<file path="src/rtl/nested_ctx_regs.vh">
// register offsets, field positions and reset values of the nested interrupt context block
`ifndef NESTED_CTX_REGS_VH
`define NESTED_CTX_REGS_VH
`define OFF_CTRL 8'h00
`define OFF_PERMIT 8'h04
`define OFF_REQ 8'h08
`define OFF_ADDR_REG 8'h0C
`define OFF_EVT_STATUS 8'h10
`define OFF_EVT_MASK 8'h14
`define OFF_DEPTH 8'h18
`define CTRL_GIE_BIT 0
`define CTRL_IXE_BIT 1
`define CTRL_BANK_LSB 4
`define CTRL_BANK_MSB 7
`define BANK_W 4
`define BANK_ZERO 4'h0
`define PC_W 13
`define PC_ZERO 13'h0000
`define NUM_SRC 5
`define SRC_ZERO 5'h00
`define SRC_CODE_W 3
`define SRC_EXT_A 3'h0
`define SRC_EXT_B 3'h1
`define SRC_TIMER 3'h2
`define SRC_SERIAL1 3'h3
`define SRC_FREQ_CNT 3'h4
`define RAS_DEPTH 7
`define RAS_CNT_W 3
`define CTX_DEPTH 4
`define CTX_CNT_W 3
`define CTX_W 5
`define NUM_EVT 4
`define EVT_ZERO 4'h0
`define EVT_RAS_OVF 0
`define EVT_RAS_UNF 1
`define EVT_CTX_OVF 2
`define EVT_CTX_UNF 3
`define DEPTH_RAS_LSB 0
`define DEPTH_CTX_LSB 8
`define WORD_ZERO 32'h00000000
`define HTRANS_NONSEQ_BIT 1
`define HRESP_OKAY 1'h0
`endif

</file>
<file path="src/rtl/nested_interrupt_context_stacks.v">
// interrupt acceptance with context stack, shared return-address stack and ahb-lite registers
//
// The address map and the AHB-Lite slave port were chosen for this implementation.
`timescale 1ns/10ps
`include "nested_ctx_regs.vh"
module nested_interrupt_context_stacks (
	input wire clk_sys,
	input wire rst_n,
	input wire hsel,
	input wire [31:0] haddr,
	input wire [1:0] htrans,
	input wire hwrite,
	input wire [2:0] hsize,
	input wire [31:0] hwdata,
	input wire hready,
	output wire hreadyout,
	output wire hresp,
	output reg [31:0] hrdata,
	input wire ext_irq_pin_a,
	input wire ext_irq_pin_b,
	input wire timer_evt,
	input wire serial1_evt,
	input wire freq_cnt_evt,
	input wire instr_boundary,
	input wire [`PC_W-1:0] ret_addr_in,
	input wire call_instr,
	input wire ret_instr,
	input wire return_from_interrupt_instr,
	input wire stack_pop_instr,
	input wire stack_push_instr,
	output reg irq_accept_r,
	output reg [`SRC_CODE_W-1:0] irq_source_r,
	output reg pc_load_r,
	output reg [`PC_W-1:0] pc_value_r,
	output wire [`BANK_W-1:0] bank,
	output wire index_enable_flag,
	output wire irq
);
	function [`SRC_CODE_W-1:0] first_src;
		input [`NUM_SRC-1:0] v;
		begin
			if (v[`SRC_EXT_A])
				first_src = `SRC_EXT_A;
			else if (v[`SRC_EXT_B])
				first_src = `SRC_EXT_B;
			else if (v[`SRC_TIMER])
				first_src = `SRC_TIMER;
			else if (v[`SRC_SERIAL1])
				first_src = `SRC_SERIAL1;
			else
				first_src = `SRC_FREQ_CNT;
		end
	endfunction

	// pin synchronisers and rising edge detect
	reg [1:0] pin_a_sync_r;
	reg [1:0] pin_b_sync_r;
	reg pin_a_last_r;
	reg pin_b_last_r;
	wire pin_a_rise;
	wire pin_b_rise;

	reg gie_r;
	reg ixe_r;
	reg [`BANK_W-1:0] bank_r;
	reg [`NUM_SRC-1:0] permit_r;
	reg [`NUM_SRC-1:0] req_r;
	reg [`NUM_SRC-1:0] req_nxt;
	reg [`PC_W-1:0] addr_reg_r;
	reg [`NUM_EVT-1:0] evt_status_r;
	reg [`NUM_EVT-1:0] evt_mask_r;

	// ahb data phase state
	reg wr_pend_r;
	reg [7:0] wr_addr_r;
	reg rd_clear_r;
	reg [`NUM_EVT-1:0] rd_evt_r;

	wire [`NUM_SRC-1:0] src_evt;
	wire [`NUM_SRC-1:0] pending;
	wire accept_go;
	wire do_return_from_interrupt_instr;
	wire do_ret;
	wire do_call;
	wire do_spop;
	wire do_spush;
	wire ras_push;
	wire ras_pop;
	wire [`PC_W-1:0] ras_din;
	wire [`PC_W-1:0] ras_top;
	wire [`RAS_CNT_W-1:0] ras_count;
	wire ras_ovf;
	wire ras_unf;
	wire [`CTX_W-1:0] ctx_top;
	wire [`CTX_CNT_W-1:0] ctx_count;
	wire ctx_ovf;
	wire ctx_unf;
	wire [`NUM_EVT-1:0] evt_now;
	wire addr_phase;
	wire wr_go;
	wire [7:0] ahb_off;
	reg [31:0] rd_word;

	assign pin_a_rise = pin_a_sync_r[1] && !pin_a_last_r;
	assign pin_b_rise = pin_b_sync_r[1] && !pin_b_last_r;

	always @(posedge clk_sys or negedge rst_n) begin
		if (!rst_n) begin
			pin_a_sync_r <= 2'h0;
			pin_b_sync_r <= 2'h0;
			pin_a_last_r <= 1'b0;
			pin_b_last_r <= 1'b0;
		end else begin
			pin_a_sync_r <= {pin_a_sync_r[0], ext_irq_pin_a};
			pin_b_sync_r <= {pin_b_sync_r[0], ext_irq_pin_b};
			pin_a_last_r <= pin_a_sync_r[1];
			pin_b_last_r <= pin_b_sync_r[1];
		end
	end

	assign src_evt = {freq_cnt_evt, serial1_evt, timer_evt, pin_b_rise, pin_a_rise};
	assign pending = req_r & permit_r;

	// one operation per stack per cycle; acceptance has priority over instruction requests
	assign accept_go = instr_boundary && gie_r && (|pending);
	assign do_return_from_interrupt_instr = !accept_go && return_from_interrupt_instr;
	assign do_ret = !accept_go && !return_from_interrupt_instr && ret_instr;
	assign do_call = !accept_go && !return_from_interrupt_instr && !ret_instr && call_instr;
	assign do_spop = !accept_go && !return_from_interrupt_instr && !ret_instr && !call_instr && stack_pop_instr;
	assign do_spush = !accept_go && !return_from_interrupt_instr && !ret_instr && !call_instr && !stack_pop_instr &&
		stack_push_instr;

	assign ras_push = accept_go || do_call || do_spush;
	assign ras_din = do_spush ? addr_reg_r : ret_addr_in;
	assign ras_pop = do_return_from_interrupt_instr || do_ret || do_spop;

	shift_stack #(
		.W(`PC_W),
		.D(`RAS_DEPTH),
		.CW(`RAS_CNT_W)
	) u_return_address_stack (
		.clk_sys(clk_sys),
		.rst_n(rst_n),
		.push(ras_push),
		.pop(ras_pop),
		.din(ras_din),
		.top(ras_top),
		.count_r(ras_count),
		.overflow_r(ras_ovf),
		.underflow_r(ras_unf)
	);

	shift_stack #(
		.W(`CTX_W),
		.D(`CTX_DEPTH),
		.CW(`CTX_CNT_W)
	) u_context_stack (
		.clk_sys(clk_sys),
		.rst_n(rst_n),
		.push(accept_go),
		.pop(do_return_from_interrupt_instr),
		.din({bank_r, ixe_r}),
		.top(ctx_top),
		.count_r(ctx_count),
		.overflow_r(ctx_ovf),
		.underflow_r(ctx_unf)
	);

	// ahb-lite slave, zero wait states, always okay
	assign hreadyout = 1'b1;
	assign hresp = `HRESP_OKAY;
	assign addr_phase = hsel && htrans[`HTRANS_NONSEQ_BIT] && hready;
	assign ahb_off = haddr[7:0];
	assign wr_go = wr_pend_r;

	always @* begin
		rd_word = `WORD_ZERO;
		case (ahb_off)
			`OFF_CTRL: begin
				rd_word[`CTRL_GIE_BIT] = gie_r;
				rd_word[`CTRL_IXE_BIT] = ixe_r;
				rd_word[`CTRL_BANK_MSB:`CTRL_BANK_LSB] = bank_r;
			end
			`OFF_PERMIT: begin
				rd_word[`NUM_SRC-1:0] = permit_r;
			end
			`OFF_REQ: begin
				rd_word[`NUM_SRC-1:0] = req_r;
			end
			`OFF_ADDR_REG: begin
				rd_word[`PC_W-1:0] = addr_reg_r;
			end
			`OFF_EVT_STATUS: begin
				rd_word[`NUM_EVT-1:0] = evt_status_r;
			end
			`OFF_EVT_MASK: begin
				rd_word[`NUM_EVT-1:0] = evt_mask_r;
			end
			`OFF_DEPTH: begin
				rd_word[`DEPTH_RAS_LSB+`RAS_CNT_W-1:`DEPTH_RAS_LSB] = ras_count;
				rd_word[`DEPTH_CTX_LSB+`CTX_CNT_W-1:`DEPTH_CTX_LSB] = ctx_count;
			end
			default: begin
				rd_word = `WORD_ZERO;
			end
		endcase
	end

	always @(posedge clk_sys or negedge rst_n) begin
		if (!rst_n) begin
			wr_pend_r <= 1'b0;
			wr_addr_r <= 8'h00;
			rd_clear_r <= 1'b0;
			rd_evt_r <= `EVT_ZERO;
			hrdata <= `WORD_ZERO;
		end else begin
			wr_pend_r <= addr_phase && hwrite;
			rd_clear_r <= addr_phase && !hwrite && (ahb_off == `OFF_EVT_STATUS);
			rd_evt_r <= evt_status_r;
			if (addr_phase) begin
				wr_addr_r <= ahb_off;
			end
			if (addr_phase && !hwrite) begin
				hrdata <= rd_word;
			end
		end
	end

	// request flags: hardware only sets, software writes one to clear, set wins
	always @* begin
		req_nxt = req_r & ~((wr_go && (wr_addr_r == `OFF_REQ)) ? hwdata[`NUM_SRC-1:0] : `SRC_ZERO);
		req_nxt = req_nxt | src_evt;
	end

	assign evt_now = {ctx_unf, ctx_ovf, ras_unf, ras_ovf};

	always @(posedge clk_sys or negedge rst_n) begin
		if (!rst_n) begin
			gie_r <= 1'b0;
			ixe_r <= 1'b0;
			bank_r <= `BANK_ZERO;
			permit_r <= `SRC_ZERO;
			req_r <= `SRC_ZERO;
			addr_reg_r <= `PC_ZERO;
			evt_status_r <= `EVT_ZERO;
			evt_mask_r <= `EVT_ZERO;
			irq_accept_r <= 1'b0;
			irq_source_r <= `SRC_EXT_A;
			pc_load_r <= 1'b0;
			pc_value_r <= `PC_ZERO;
		end else begin
			req_r <= req_nxt;
			irq_accept_r <= accept_go;
			pc_load_r <= do_return_from_interrupt_instr || do_ret;
			if (accept_go) begin
				irq_source_r <= first_src(pending);
			end
			if (do_return_from_interrupt_instr || do_ret) begin
				pc_value_r <= ras_top;
			end
			// read of the status register clears the bits it returned; a new event wins
			evt_status_r <= (evt_status_r & ~(rd_clear_r ? rd_evt_r : `EVT_ZERO)) | evt_now;
			if (wr_go && (wr_addr_r == `OFF_PERMIT)) begin
				permit_r <= hwdata[`NUM_SRC-1:0];
			end
			if (wr_go && (wr_addr_r == `OFF_EVT_MASK)) begin
				evt_mask_r <= hwdata[`NUM_EVT-1:0];
			end
			if (do_spop) begin
				addr_reg_r <= ras_top;
			end else if (wr_go && (wr_addr_r == `OFF_ADDR_REG)) begin
				addr_reg_r <= hwdata[`PC_W-1:0];
			end
			if (accept_go) begin
				bank_r <= `BANK_ZERO;
				ixe_r <= 1'b0;
				gie_r <= 1'b0;
			end else if (do_return_from_interrupt_instr) begin
				bank_r <= ctx_top[`CTX_W-1:1];
				ixe_r <= ctx_top[0];
			end else if (wr_go && (wr_addr_r == `OFF_CTRL)) begin
				gie_r <= hwdata[`CTRL_GIE_BIT];
				ixe_r <= hwdata[`CTRL_IXE_BIT];
				bank_r <= hwdata[`CTRL_BANK_MSB:`CTRL_BANK_LSB];
			end
		end
	end

	assign bank = bank_r;
	assign index_enable_flag = ixe_r;
	assign irq = |(evt_status_r & evt_mask_r);
endmodule // nested_interrupt_context_stacks

</file>
<file path="src/rtl/shift_stack.v">
// non-rotating shift stack: push drops the oldest entry when full, pop keeps the bottom entry
`timescale 1ns/10ps
module shift_stack #(
	parameter W = 13,
	parameter D = 7,
	parameter CW = 3
) (
	input wire clk_sys,
	input wire rst_n,
	input wire push,
	input wire pop,
	input wire [W-1:0] din,
	output wire [W-1:0] top,
	output reg [CW-1:0] count_r,
	output reg overflow_r,
	output reg underflow_r
);
	localparam [CW-1:0] FULL = D;
	localparam [CW-1:0] ONE = 1;
	localparam [CW-1:0] NONE = 0;
	reg [W-1:0] mem [0:D-1];
	integer i;

	assign top = mem[0];

	always @(posedge clk_sys or negedge rst_n) begin
		if (!rst_n) begin
			for (i = 0; i < D; i = i + 1) begin
				mem[i] <= {W{1'b0}};
			end
			count_r <= NONE;
			overflow_r <= 1'b0;
			underflow_r <= 1'b0;
		end else begin
			overflow_r <= push && (count_r == FULL);
			underflow_r <= pop && !push && (count_r == NONE);
			if (push) begin
				// oldest entry falls off the bottom once all entries are in use
				mem[0] <= din;
				for (i = 1; i < D; i = i + 1) begin
					mem[i] <= mem[i-1];
				end
				if (count_r != FULL) begin
					count_r <= count_r + ONE;
				end
			end else if (pop) begin
				// bottom entry is kept, so an excess return after the stack has been filled gets the deepest saved value again
				for (i = 0; i < D - 1; i = i + 1) begin
					mem[i] <= mem[i+1];
				end
				if (count_r != NONE) begin
					count_r <= count_r - ONE;
				end
			end
		end
	end
endmodule // shift_stack

</file>
<file path="config.mk">
export PLATFORM = sky130hd
export DESIGN_NAME = nested_interrupt_context_stacks
export DESIGN_NICKNAME = d
export VERILOG_FILES = /design/src/rtl/nested_interrupt_context_stacks.v /design/src/rtl/shift_stack.v
export VERILOG_INCLUDE_DIRS = /design/src /design/src/rtl
export SDC_FILE = /design/constraint.sdc
export NUM_CORES = 1
export LEC_CHECK = 0
export BUFFER_PORTS_ARGS = -buffer_cell sky130_fd_sc_hd__buf_2
export CORE_MARGIN = 2
export CORE_UTILIZATION = 50
export DETAILED_ROUTE_END_ITERATION = 10
export PLACE_DENSITY = 0.68
export SKIP_CTS_REPAIR_TIMING = 1
export SLEW_MARGIN = 25
export SYNTH_ARGS = -nofsm -noshare
export SYNTH_HDL_FRONTEND = slang
export SYNTH_SLANG_ARGS = --single-unit
</file>
<file path="constraint.sdc">
create_clock -name clk_sys -period 4 [get_ports clk_sys]
set_input_delay 0.8 -clock clk_sys [delete_from_list [all_inputs] [get_ports clk_sys]]
set_output_delay 0.8 -clock clk_sys [all_outputs]
set_load 0.02 [all_outputs]
</file>
== Word-level counts from Yosys, hierarchy flattened ==
Cells that the tools add are included.

* Flip-flop bits (word level): 209

* Add/sub/neg operators: 4
* Equal/unequal tests: 17
* Multiplexer cells: 37
* Bitwise gates (word level): 8
* Reduce and logical (&&, ||, !) cells: 60

{| class="wikitable"
|+ Operator list
! operator !! number
|-
| $mux 78 || 2
|-
| $mux 13 || 3
|-
| $mux 3 || 12
|-
| $eq 8x4->1 const B || 4
|-
| $eq 8x5->1 const B || 4
|-
| $mux 15 || 2
|-
| $logic_and 1x1->1 || 29
|-
| $eq 8x3->1 const B || 2
|-
| $logic_not 8->1 || 2
|-
| $mux 4 || 4
|-
| $pmux 2 s7 || 1
|-
| $pmux 3 s2 || 2
|-
| $reduce_bool 2->1 || 6
|-
| $and 5x5->5 || 2
|-
| $logic_not 1->1 || 9
|-
| $reduce_bool 3->1 || 3
|-
| $and 4x4->4 || 2
|-
| $add 3x1->3 const B || 2
|-
| $eq 3x3->1 const B || 2
|-
| $logic_not 3->1 || 2
|-
| $mux 1 || 6
|-
| $ne 3x3->1 const B || 2
|-
| $pmux 1 s6 || 1
|-
| $reduce_and 3->1 || 2
|-
| 15 further kinds || 20
|}

== Longest topological paths before layout ==
Gate-level depths: netlist of the first run.

* Depth in word-level cells: 13
* Gate-level depth with buffers: 11

== Cells and area by module ==
From an unflattened synthesis of the first run, not the netlist that was laid out.

* Cell total of the unflattened synthesis: 868
* Area total of the unflattened synthesis: 10005.8 µm²

{| class="wikitable"
|+ By module, submodules not included
! module !! instances !! cells each !! area an instance (µm²)
|-
| shift_stack at u_return_address_stack || 1 || 410 || 4471.8
|-
| nested_interrupt_context_stacks || 1 || 351 || 4340.4
|-
| shift_stack at u_context_stack || 1 || 107 || 1193.6
|}

== Worst setup path before layout of the first run ==
No wires, ideal clock.

* Path type: input-to-reg
* Start point: in return_from_interrupt_instr
* End point: reg u_return_address_stack.count_r[2]
* Setup time: 0.082 ns
* Data arrival time: 2.371 ns
* Slack: 1.547 ns
* Stages: 11
* Buffers on the path: 2
* Cells stage by stage: clkbuf_1 -> nor2_1 -> o21a_1 -> or2_0 -> buf_2 -> xnor2_1 -> ha_1 -> inv_1 -> nand2_1 -> o311a_1 -> a31oi_1

* Word-level cells in the longest chain between the ends: 9
* Elaborated cells between the ends (all ways): 19
* Those cells by class: 1 x eq/ne; 1 x mux; 17 x reduce/logical

{| class="wikitable"
|+ RTL lines
! item !! line !! source
|-
| start, declared || nested_interrupt_context_stacks.v:28 || <nowiki>input wire return_from_interrupt_instr,</nowiki>
|-
| $logic_not 1->1 || - ||
|-
| $logic_and 1x1->1 || - ||
|-
| $logic_and 1x1->1 || nested_interrupt_context_stacks.v:128, nested_interrupt_context_stacks.v:129, nested_interrupt_context_stacks.v:130 ||
|-
| $logic_and 1x1->1 || nested_interrupt_context_stacks.v:129, nested_interrupt_context_stacks.v:130 ||
|-
| $logic_and 1x1->1 (2 in a row) || nested_interrupt_context_stacks.v:130 || <nowiki>assign do_spush = !accept_go && !return_from_interrupt_instr && !ret_instr && !call_instr && !stack_pop_instr ...</nowiki>
|-
| $logic_or 1x1->1 || nested_interrupt_context_stacks.v:133 || <nowiki>assign ras_push = accept_go || do_call || do_spush;</nowiki>
|-
| $ne 2x2->1 (no line) / $reduce_bool 2->1 (equally long branches) || - ||
|-
| $reduce_and 3->1 (no line) || - ||
|-
| end signal, assigned || shift_stack.v:44 || <nowiki>count_r <= count_r + ONE;</nowiki>
|-
| end signal, assigned || shift_stack.v:52 || <nowiki>count_r <= count_r - ONE;</nowiki>
|-
| end, declared || shift_stack.v:14 || <nowiki>output reg [CW-1:0] count_r,</nowiki>
|}

Parallel ways exist; a longest one is shown, timed or not.
A chain may end at the register's enable or synchronous reset.

== Worst setup path in the final report of the first run ==
* Start point: reg req_r[4]
* End point: reg addr_reg_r[7]

* Word-level cells in the longest chain between the ends: 9
* Elaborated cells between the ends (all ways): 10
* Those cells by class: 1 x mux; 1 x bitwise; 8 x reduce/logical

{| class="wikitable"
|+ RTL lines
! item !! line !! source
|-
| start, declared || nested_interrupt_context_stacks.v:67 || <nowiki>reg [`NUM_SRC-1:0] req_r;</nowiki>
|-
| start signal, assigned || nested_interrupt_context_stacks.v:243 || <nowiki>req_r <= `SRC_ZERO;</nowiki>
|-
| start signal, assigned || nested_interrupt_context_stacks.v:252 || <nowiki>req_r <= req_nxt;</nowiki>
|-
| $and 5x5->5 * || nested_interrupt_context_stacks.v:122 || <nowiki>assign pending = req_r & permit_r;</nowiki>
|-
| $reduce_or 5->1 * || nested_interrupt_context_stacks.v:125 || <nowiki>assign accept_go = instr_boundary && gie_r && (|pending);</nowiki>
|-
| $logic_and 1x1->1 * || nested_interrupt_context_stacks.v:125 ||
|-
| $logic_not 1->1 * || nested_interrupt_context_stacks.v:129 || <nowiki>assign do_spop = !accept_go && !return_from_interrupt_instr && !ret_instr && !call_instr && stack_pop_instr;</nowiki>
|-
| $logic_and 1x1->1 * (4 in a row) || nested_interrupt_context_stacks.v:129 ||
|-
| $mux 13 / $reduce_bool 2->1 (equally long branches) || - ||
|-
| end signal, assigned || nested_interrupt_context_stacks.v:244 || <nowiki>addr_reg_r <= `PC_ZERO;</nowiki>
|-
| end signal, assigned || nested_interrupt_context_stacks.v:270 || <nowiki>addr_reg_r <= ras_top;</nowiki>
|-
| end signal, assigned || nested_interrupt_context_stacks.v:272 || <nowiki>addr_reg_r <= hwdata[`PC_W-1:0];</nowiki>
|-
| end, declared || nested_interrupt_context_stacks.v:69 || <nowiki>reg [`PC_W-1:0] addr_reg_r;</nowiki>
|}

Every way passes the cells marked *; elsewhere a longest branch is shown, timed or not.

==> flow_metrics.tcl, run 1 <==
set metrics [dict create \
    status "complete, no violations" \
    avgSynthCellArea_um2 9.60 \
    p_per_area_nw_per_um2 570 \
    crit_fanout 26 \
    setup_violations 0 \
    hold_class "input port to async pin" \
    rows 50 \
    cts.sink_count 209 \
    antenna_found_initial 0 \
    setup_ws_ns 1.37 \
    synth.top_cells.by_area "dfrtp_1, nand2_1, a31oi_1" \
    yosysTopAreaCell "dfrtp_1" \
    cpPeakStageDelay_ns 0.71 \
    slowest_stage "nand3_1" \
    setup.worst_path.class "flip-flop to flip-flop" \
    die_x_um 142 \
    die_area_um2 20200 \
    synth_edf_count 0 \
    place_ws_ns 1.13 \
    clk_pin_slew_worst_paths_ns 0.06 \
    max_freq_mhz 380 \
    fin_nets 1157 \
    first_iter_violations 495 \
    clockRootBuffer "clkbuf_16" \
    startpoint_type "flip-flop" \
    die_h_um 142 \
    ys_seq_elements 209 \
    htreeDepth 1 \
    drc 0 \
    grt_usage_pct 21.8 \
    stdcell_area_um2 10800 \
    hold_ws_ns 0.315 \
    grt_overflow_total 0 \
    detail-route-antenna-nets 0 \
    grt_pass1_wl_um 35800 \
    finalHoldViolCount 0 \
    setup_tns_ns 0 \
    dp_hpwl_um 14400 \
    gp_congestion 0.812 \
    multi_input_area_um2 3870 \
    start_util_pct 51.1 \
    crit_path_cell_trace "a222oi_1 > a21o_1 > buf_4 > nand3_1 > nor2_1 > a21oi_1" \
    placed_area_um2 10000 \
    grt_setup_unrepaired "no" \
    synth_top_area_share_pct 54.7 \
    yosysUniqueCellTypes 55 \
    fin_crit_sh_pct 65.9 \
    synth_cells 995 \
    async_reset_ff_share_pct 100 \
    cts_buffers 23 \
    core_um2 18700 \
    cts_buffer_depth 3 \
    p_leak_uw 0.00507 \
    cap_violations 0 \
    ir_drop_mv 0.298 \
    clkLatencyLatePin_ns 0.50 \
    finalWirelength_um 21800 \
    grt_pass1_vias 6788 \
    portBuffers 87 \
    drive_gt1_share_pct 16.8 \
    antennaDiodeCount 0 \
    min_period_ns 2.63 \
    max_slew.worst_pin.slew_ns 0.977 \
    vias 7215 \
    slew_viol_final 0 \
    critPathCaptureType "flip-flop" \
    max_slew_margin_pct 34.8 \
    area_delta_synth_final_pct 13.0 \
    fillers 1640 \
    synth_top_flop_cell "dfrtp_1" \
    vias_per_cell 5.54 \
    worst-endpoint-arrival_ns 2.97 \
    routedWlPerCell_um 16.7 \
    crit_required_ns 4.34 \
    ios 156 \
    ys_seq_area_share_pct 54.7 \
    finClkSkew_ns 0.00636 \
    yosysWarningCount 0 \
    dr.pass1.iters 5 \
    grt_max_degree 88 \
    cts_tree "done" \
    netlist_area_um2 9550 \
    seqCellArea_um2 5230 \
]
placed cells by master, fill, tap and decap left out, types with 9 or more instances in the layout:
cell type  count
a31oi_1       68
buf_4         11
conb_1        21
nand3_1        9
nor2_1       100
o21ai_0       31
a32oi_1       17
a21o_1        10
dfrtp_1      209
nor2b_1       10
nand2_1      270
mux2_2        32
clkbuf_16     23
mux2i_1       38
buf_2         86
a21oi_1       39
path summary, 6_finish.rpt:
check,cells past startpoint,to,slack [ns],from
hold reg to reg,0,pin_a_sync_r[1]$_DFF_PN0_,0.35,pin_a_sync_r[0]$_DFF_PN0_
setup / recovery,6,addr_reg_r[7]$_DFFE_PN0P_,1.37,req_r[4]$_DFF_PN0_
min in group clk_sys,0,pin_a_sync_r[1]$_DFF_PN0_,0.35,pin_a_sync_r[0]$_DFF_PN0_
setup reg to reg,6,addr_reg_r[7]$_DFFE_PN0P_,1.37,req_r[4]$_DFF_PN0_
max in group asynchronous,2,u_return_address_stack.mem[29]$_DFFE_PN0P_,2.72,rst_n
hold / removal,1,gie_r$_DFFE_PN0P_,0.32,rst_n
layer usage:
metal	part of all wire (%)	track usage [%]	wire (µm)	up-vias
met1	47	31.1	10100	3521
li1	-	-	-	3498
met4	2.7	7.47	585	0
met3	4.1	3.06	895	41
met2	47	34.6	10200	155
met5	0	0	0	-
cell usage after synthesis, types with 3 or more instances:
cell type and instances:
a211oi_1 3, a21o_1 10, a21oi_1 39, a221oi_1 4, a22o_1 4, a22oi_1 6, a31oi_1 68, a32oi_1 17
and3_1 3, buf_1 5, buf_2 15, buf_4 25, buf_6 9, clkbuf_1 31, dfrtp_1 209, inv_1 7
mux2_2 32, mux2i_1 38, nand2_1 270, nand3_1 9, nor2_1 100, nor2b_1 10, nor3_1 6, o21ai_0 31
o21ai_1 4
critical path: cells and delay by family, from the launching register on:
| kind | cells | cell delay (ns) |
|---|---|---|
| compound gates | 3 | 0.74 |
| buf+inv | 1 | 0.28 |
| simple gates | 2 | 1.03 |
| flops | 1 | 0.41 |
state kept, by name, summed over array words and instances (netlist names), 5 cells and up:
name	cells
u_return_address_stack.top	13
u_context_stack.mem	15
pc_value_r	13
u_return_address_stack.mem	78
u_context_stack.top	5
addr_reg_r	13
wr_addr_r	8
req_r	5
permit_r	5
hrdata	13
final cells by class:
| class | count | area share [%] |
|---|---|---|
| repair buffers | 103 | 5.81 |
| well taps | 234 | 2.71 |
| clock buffers | 30 | 5.95 |
| flip-flops and latches | 209 | 48.4 |
| clock inverters | 6 | 1.01 |
| inverters | 8 | 0.278 |
| multi-input cells | 712 | 35.8 |
where the power goes:
group / total (µW) / switching, µW / internal, µW
combinational: 1050 / 584 / 462
clock: 2120 / 810 / 1310
sequential: 2980 / 420 / 2560
total: 6150 / 1810 / 4340
stage by stage:
step	std cells	util, %	power [µW]
after floorplan	1014	-	3680
after global placement	1266	53.7	4010
after detailed placement	1266	53.7	4060
after CTS	1302	57.7	6190
after global routing	1302	57.7	6490
final	1302	57.7	6150
logic make-up after synthesis:
family | count (synthesis) | share of synthesized area [%]
AND/OR/NAND/NOR | 418 | 17.8
flip-flops | 209 | 54.7
AO/OA/AOI/OAI | 197 | 13.1
buffers and inverters | 93 | 5.54
multiplexers | 72 | 8.23
adder cells (fa/ha/maj) | 2 | 0.341
other | 2 | 0.0786
XOR/XNOR | 2 | 0.183
(Power assumes the default switching activity.)
==> inputs of run 2 (changes only) <==
Settings changed: ABC_AREA set to 1.
Clock period 4 ns to 2.7 ns, I/O delays scaled along.
==> flow_metrics.tcl, run 2 <==
set metrics [dict create \
    status "complete, no violations" \
    ios 156 \
    top_register "u_return_address_stack.mem" \
    portBuffers 87 \
    power.share.switching_pct 32.3 \
    pwr-share-seq_pct 47.0 \
    finClkSkew_ns 0.00787 \
    cts_tree "done" \
    p_int_uw 6590 \
    die_area_um2 20700 \
    p_comb_share_pct 22.0 \
    biggestRegsByFlops "u_return_address_stack.mem (78), u_context_stack.mem (15)" \
    synth_top_flop_cell "dfrtp_1" \
    gp_congestion 0.865 \
    antennaDiodeCount 0 \
    clk_pin_slew_worst_paths_ns 0.06 \
    htreeDepth 1 \
    synth.top_cells.by_area "dfrtp_1, nand2_1, o21ai_0" \
    grt_max_degree 80 \
    rows 51 \
    clockRootBuffer "clkbuf_16" \
    final_common_cell "nand2_1" \
    finalHoldViolCount 0 \
    clockPowerShare_pct 31.0 \
    clkLatencyLatePin_ns 0.50 \
    cts_buffers 23 \
    die_h_um 144 \
    max_slew_margin_pct 51.6 \
    grt_overflow_total 0 \
    hold_class "input port to async pin" \
    setup.worst_path.class "flip-flop to flip-flop" \
    worst-endpoint-arrival_ns 2.84 \
    finalWirelength_um 23300 \
    vias 7924 \
    critPathCaptureType "flip-flop" \
    core_um2 19300 \
    die_x_um 144 \
    drive_gt1_share_pct 13.9 \
    dp_hpwl_um 16100 \
    avgSynthCellArea_um2 8.48 \
    slew_viol_final 0 \
    grt_pass1_wl_um 39100 \
    netlist_area_um2 9780 \
    max_slew.worst_pin.slew_ns 0.727 \
    yosysMostFrequentCell "nand2_1" \
    antenna_found_initial 0 \
    area_delta_synth_final_pct 13.8 \
    p_leak_uw 0.00553 \
    grt_usage_pct 23.6 \
    synth_common_cells "nand2_1, dfrtp_1, inv_1, o21ai_0, nand3_1" \
    ys_seq_area_share_pct 53.5 \
    ir_drop_mv 0.531 \
    vias_per_cell 5.24 \
    largest_reg_flops 78 \
    mostFrequentLayoutCells "nand2_1, dfrtp_1, inv_1" \
    synth_top_area_share_pct 53.5 \
    drc 0 \
    async_reset_ff_share_pct 100 \
    crit_required_ns 3.07 \
    detail-route-antenna-nets 0 \
    switchingPower_uw 3140 \
    setup_tns_ns 0 \
    yosysUniqueCellTypes 42 \
    p_per_area_nw_per_um2 874 \
    cts_buffer_depth 3 \
    min_period_ns 2.47 \
    crit_fanout 25 \
    cts.sink_count 209 \
    startpoint_type "flip-flop" \
    yosysWarningCount 0 \
    dr.pass1.iters 5 \
    hold_ws_ns 0.0630 \
    fin_nets 1333 \
    grt_pass1_vias 7673 \
    yosysTopAreaCell "dfrtp_1" \
    fin_crit_sh_pct 91.4 \
    cap_violations 0 \
    setup_violations 0 \
    start_util_pct 50.6 \
    synth_edf_count 0 \
    routedWlPerCell_um 15.4 \
    synth_cells 1153 \
    first_iter_violations 534 \
    grt_setup_unrepaired "no" \
    max_freq_mhz 405 \
    ys_seq_elements 209 \
]
run 2: cell types whose count changed after synthesis, sizes merged, moves of 42 or more:
cell    delta
o21ai     +74
o211ai    +50
a31oi     -65
nand3     +83
nand2     +86
inv      +125
nor2      -42
run 2: cell families after synthesis:
logic type      Yosys count  share of synthesized area (%)
compound gates          197                           12.9
xor+xnor                  3                          0.409
fa+ha+maj                 2                          0.333
buf+inv                 204                           9.49
flops                   209                           53.5
mux                       1                          0.153
other cells               2                         0.0768
simple gates            535                           23.1
run 2: per-layer routing:
metal  global-route usage (%)  vias up  routed length [µm]
met1                     35.6     3814               11200
met2                     36.7      208               10500
met5                        0        -                   0
li1                         -     3868                   -
met4                     5.37        0                 427
met3                     2.93       34                1160
run 2: worst max-delay path, stage by stage (launching register included):
cell	delay, ns
dfrtp_1	0.40
nand2_1	0.15
nand2_2	0.10
o21bai_4	0.43
buf_4	0.31
nand2_2	0.12
nand2_4	0.25
inv_2	0.30
nand2_1	0.15
o211ai_1	0.11
run 2: stage by stage:
step	area (µm²)	total power, µW	instances	util [%]	setup slack [ns]
6_report	11100	9720	1513	57.6	0.231
5_1_grt	11100	10400	1513	57.6	0.0648
4_1_cts	11100	9810	1513	57.5	0.214
3_5_place_dp	10400	6750	1473	53.8	0.247
3_3_place_gp	10400	6660	1473	53.8	0.313
2_1_floorplan	9850	6070	1172	-	0.470
run 2: worst paths after layout:
| check | start | cells after the start | slack, ns | endpoint |
|---|---|---|---|---|
| max in group asynchronous | rst_n | 2 | 1.82 | u_return_address_stack.top[9]$_DFFE_PN0P_ |
| worst max-delay path | permit_r[2]$_DFFE_PN0P_ | 9 | 0.23 | u_return_address_stack.mem[28]$_DFFE_PN0P_ |
| worst min-delay path | rst_n | 1 | 0.06 | hrdata[0]$_DFFE_PN0P_ |
| worst min register to register | pin_a_sync_r[0]$_DFF_PN0_ | 0 | 0.35 | pin_a_sync_r[1]$_DFF_PN0_ |
| min in group clk_sys | ext_irq_pin_b | 1 | 0.14 | pin_b_sync_r[0]$_DFF_PN0_ |
| worst max register to register | permit_r[2]$_DFFE_PN0P_ | 9 | 0.23 | u_return_address_stack.mem[28]$_DFFE_PN0P_ |
run 2: power groups by stage:
stage	registers [µW]	logic [µW]	clock network, µW
after floorplan	4540	1530	0
after global placement	4590	2070	0
after detailed placement	4620	2140	0
after CTS	4570	2160	3090
after global routing	4680	2480	3200
final	4570	2140	3020
run 2: final cells by class:
| cell class | count | area [µm²] |
|---|---|---|
| clock buffer | 31 | 646 |
| multi-input combinational | 759 | 3690 |
| fill | 1752 | 8210 |
| clock inverter | 9 | 83.8 |
| inverter | 134 | 503 |
| sequential | 209 | 5230 |
| tap | 265 | 332 |
| timing repair buffer | 106 | 641 |
==> inputs of run 3 (changes only) <==
Settings changed: CORE_ASPECT_RATIO set to 0.9.
==> flow_metrics.tcl, run 3 (synthesis gave the netlist of run 2 again) <==
set metrics [dict create \
    status "complete, no violations" \
    clk_pin_slew_worst_paths_ns 0.06 \
    ios 156 \
    p_leak_uw 0.00554 \
    crit_required_ns 3.09 \
    start_util_pct 51.1 \
    drc 0 \
    slowest_stage "dfrtp_1" \
    p_per_area_nw_per_um2 871 \
    drive_gt1_share_pct 13.9 \
    fin_nets 1336 \
    slew_viol_final 0 \
    finalWirelength_um 23000 \
    hold_class "input port to async pin" \
    first_iter_violations 580 \
    routedWlPerCell_um 15.3 \
    dp_hpwl_um 15900 \
    cpPeakStageDelay_ns 0.40 \
    antenna_found_initial 0 \
    gp_congestion 0.867 \
    cpMostUsedCell "nand2_1" \
    finalHoldViolCount 0 \
    detail-route-antenna-nets 0 \
    place_ws_ns 0.356 \
    setup_tns_ns 0 \
    area_delta_synth_final_pct 13.4 \
    worst-endpoint-arrival_ns 2.78 \
    mostFrequentLayoutCells "nand2_1, dfrtp_1, inv_1" \
    reg2reg_slack_ns 0.31 \
    top_register "u_return_address_stack.mem" \
    biggestRegsByFlops "u_return_address_stack.mem (78), u_context_stack.mem (15)" \
    fillers 1715 \
    vias 7979 \
    cts_tree "done" \
    grt_pass1_vias 7617 \
    grt_pass1_wl_um 38600 \
    ir_drop_mv 0.498 \
    cap_violations 0 \
    cts.sink_count 209 \
    clockRootBuffer "clkbuf_16" \
    grt_usage_pct 23.4 \
    die_x_um 151 \
    startpoint_type "flip-flop" \
    vias_per_cell 5.31 \
    setup.worst_path.class "flip-flop to flip-flop" \
    max_slew_margin_pct 56.7 \
    fin_crit_sh_pct 88.4 \
    grt_overflow_total 0 \
    clkLatencyLatePin_ns 0.52 \
    min_period_ns 2.39 \
    largest_reg_flops 78 \
    core_um2 19200 \
    finalPower_uw 9660 \
    setup_violations 0 \
    cts_buffer_depth 3 \
    dr.pass1.iters 5 \
    finClkSkew_ns 0.0183 \
    max_slew.worst_pin.slew_ns 0.650 \
    die_h_um 137 \
    crit_fanout 19 \
    max_freq_mhz 419 \
    cts_buffers 23 \
    final_common_cell "nand2_1" \
    portBuffers 87 \
    critPathCaptureType "flip-flop" \
    antennaDiodeCount 0 \
    setup_ws_ns 0.312 \
    grt_setup_unrepaired "no" \
    crit_path_cell_trace "nand2_1 > nand2_2 > o21bai_4 > buf_4 > nand2_1 > inv_2 > nand2_1 > o21ai_0 > inv_1" \
    rows 48 \
    die_area_um2 20700 \
    grt_max_degree 69 \
    htreeDepth 1 \
]
[run 3: final cells by class]
class                      instances  area [µm²]  share of cell area [%]
sequential                       209        5230                    47.1
multi-input combinational        759        3690                    33.3
clock buffer                      37         678                    6.11
timing repair buffer             109         647                    5.83
inverter                         134         503                    4.53
tap                              250         313                    2.82
clock inverter                     5        28.8                   0.259
[run 3: path summary, 6_finish.rpt]
| kind | startpoint | endpoint | cells past startpoint |
|---|---|---|---|
| max reg2reg | permit_r[2]$_DFFE_PN0P_ | bank[2]$_DFFE_PN0P_ | 9 |
| min | rst_n | hrdata[1]$_DFFE_PN0P_ | 1 |
| max in group asynchronous | rst_n | u_return_address_stack.mem[24]$_DFFE_PN0P_ | 2 |
| max | permit_r[2]$_DFFE_PN0P_ | bank[2]$_DFFE_PN0P_ | 9 |
| min reg2reg | pin_b_sync_r[0]$_DFF_PN0_ | pin_b_sync_r[1]$_DFF_PN0_ | 0 |
| min in group clk_sys | ext_irq_pin_b | pin_b_sync_r[0]$_DFF_PN0_ | 1 |
[run 3: worst max-delay path, delay by kind of cell, from the launching register on]
kind / cells / cell delay [ns]
and+or+nand+nor: 4 / 0.64
AOI/OAI and AO/OA: 2 / 0.62
buffers and inverters: 3 / 0.61
DFF: 1 / 0.40
[run 3: routing by layer]
layer,share of wire (%),vias up,track usage [%]
met3,7.1,36,4.10
met2,44,221,35.8
li1,-,3870,-
met1,47,3852,34.7
met5,0,-,0
met4,2.0,0,5.61
[run 3: where the power goes]
group / leakage, µW / switching (µW) / internal [µW]
sequential: 0.00264 / 588 / 3990
clock: 0.000350 / 1230 / 1720
combinational: 0.00256 / 1310 / 828
total: 0.00554 / 3130 / 6530
[run 3: metrics by stage]
| step | util (%) | std cells | hold WS (ns) | cell area (µm²) |
|---|---|---|---|---|
| 4_1_cts | 57.9 | 1503 | 0.0302 | 11100 |
| 6_report | 57.9 | 1503 | 0.0142 | 11100 |
| 5_1_grt | 57.9 | 1503 | 0.0557 | 11100 |
| 3_3_place_gp | 54.2 | 1461 | 0.336 | 10400 |
| 3_5_place_dp | 54.2 | 1461 | 0.340 | 10400 |
| 2_1_floorplan | - | 1172 | 0.244 | 9850 |
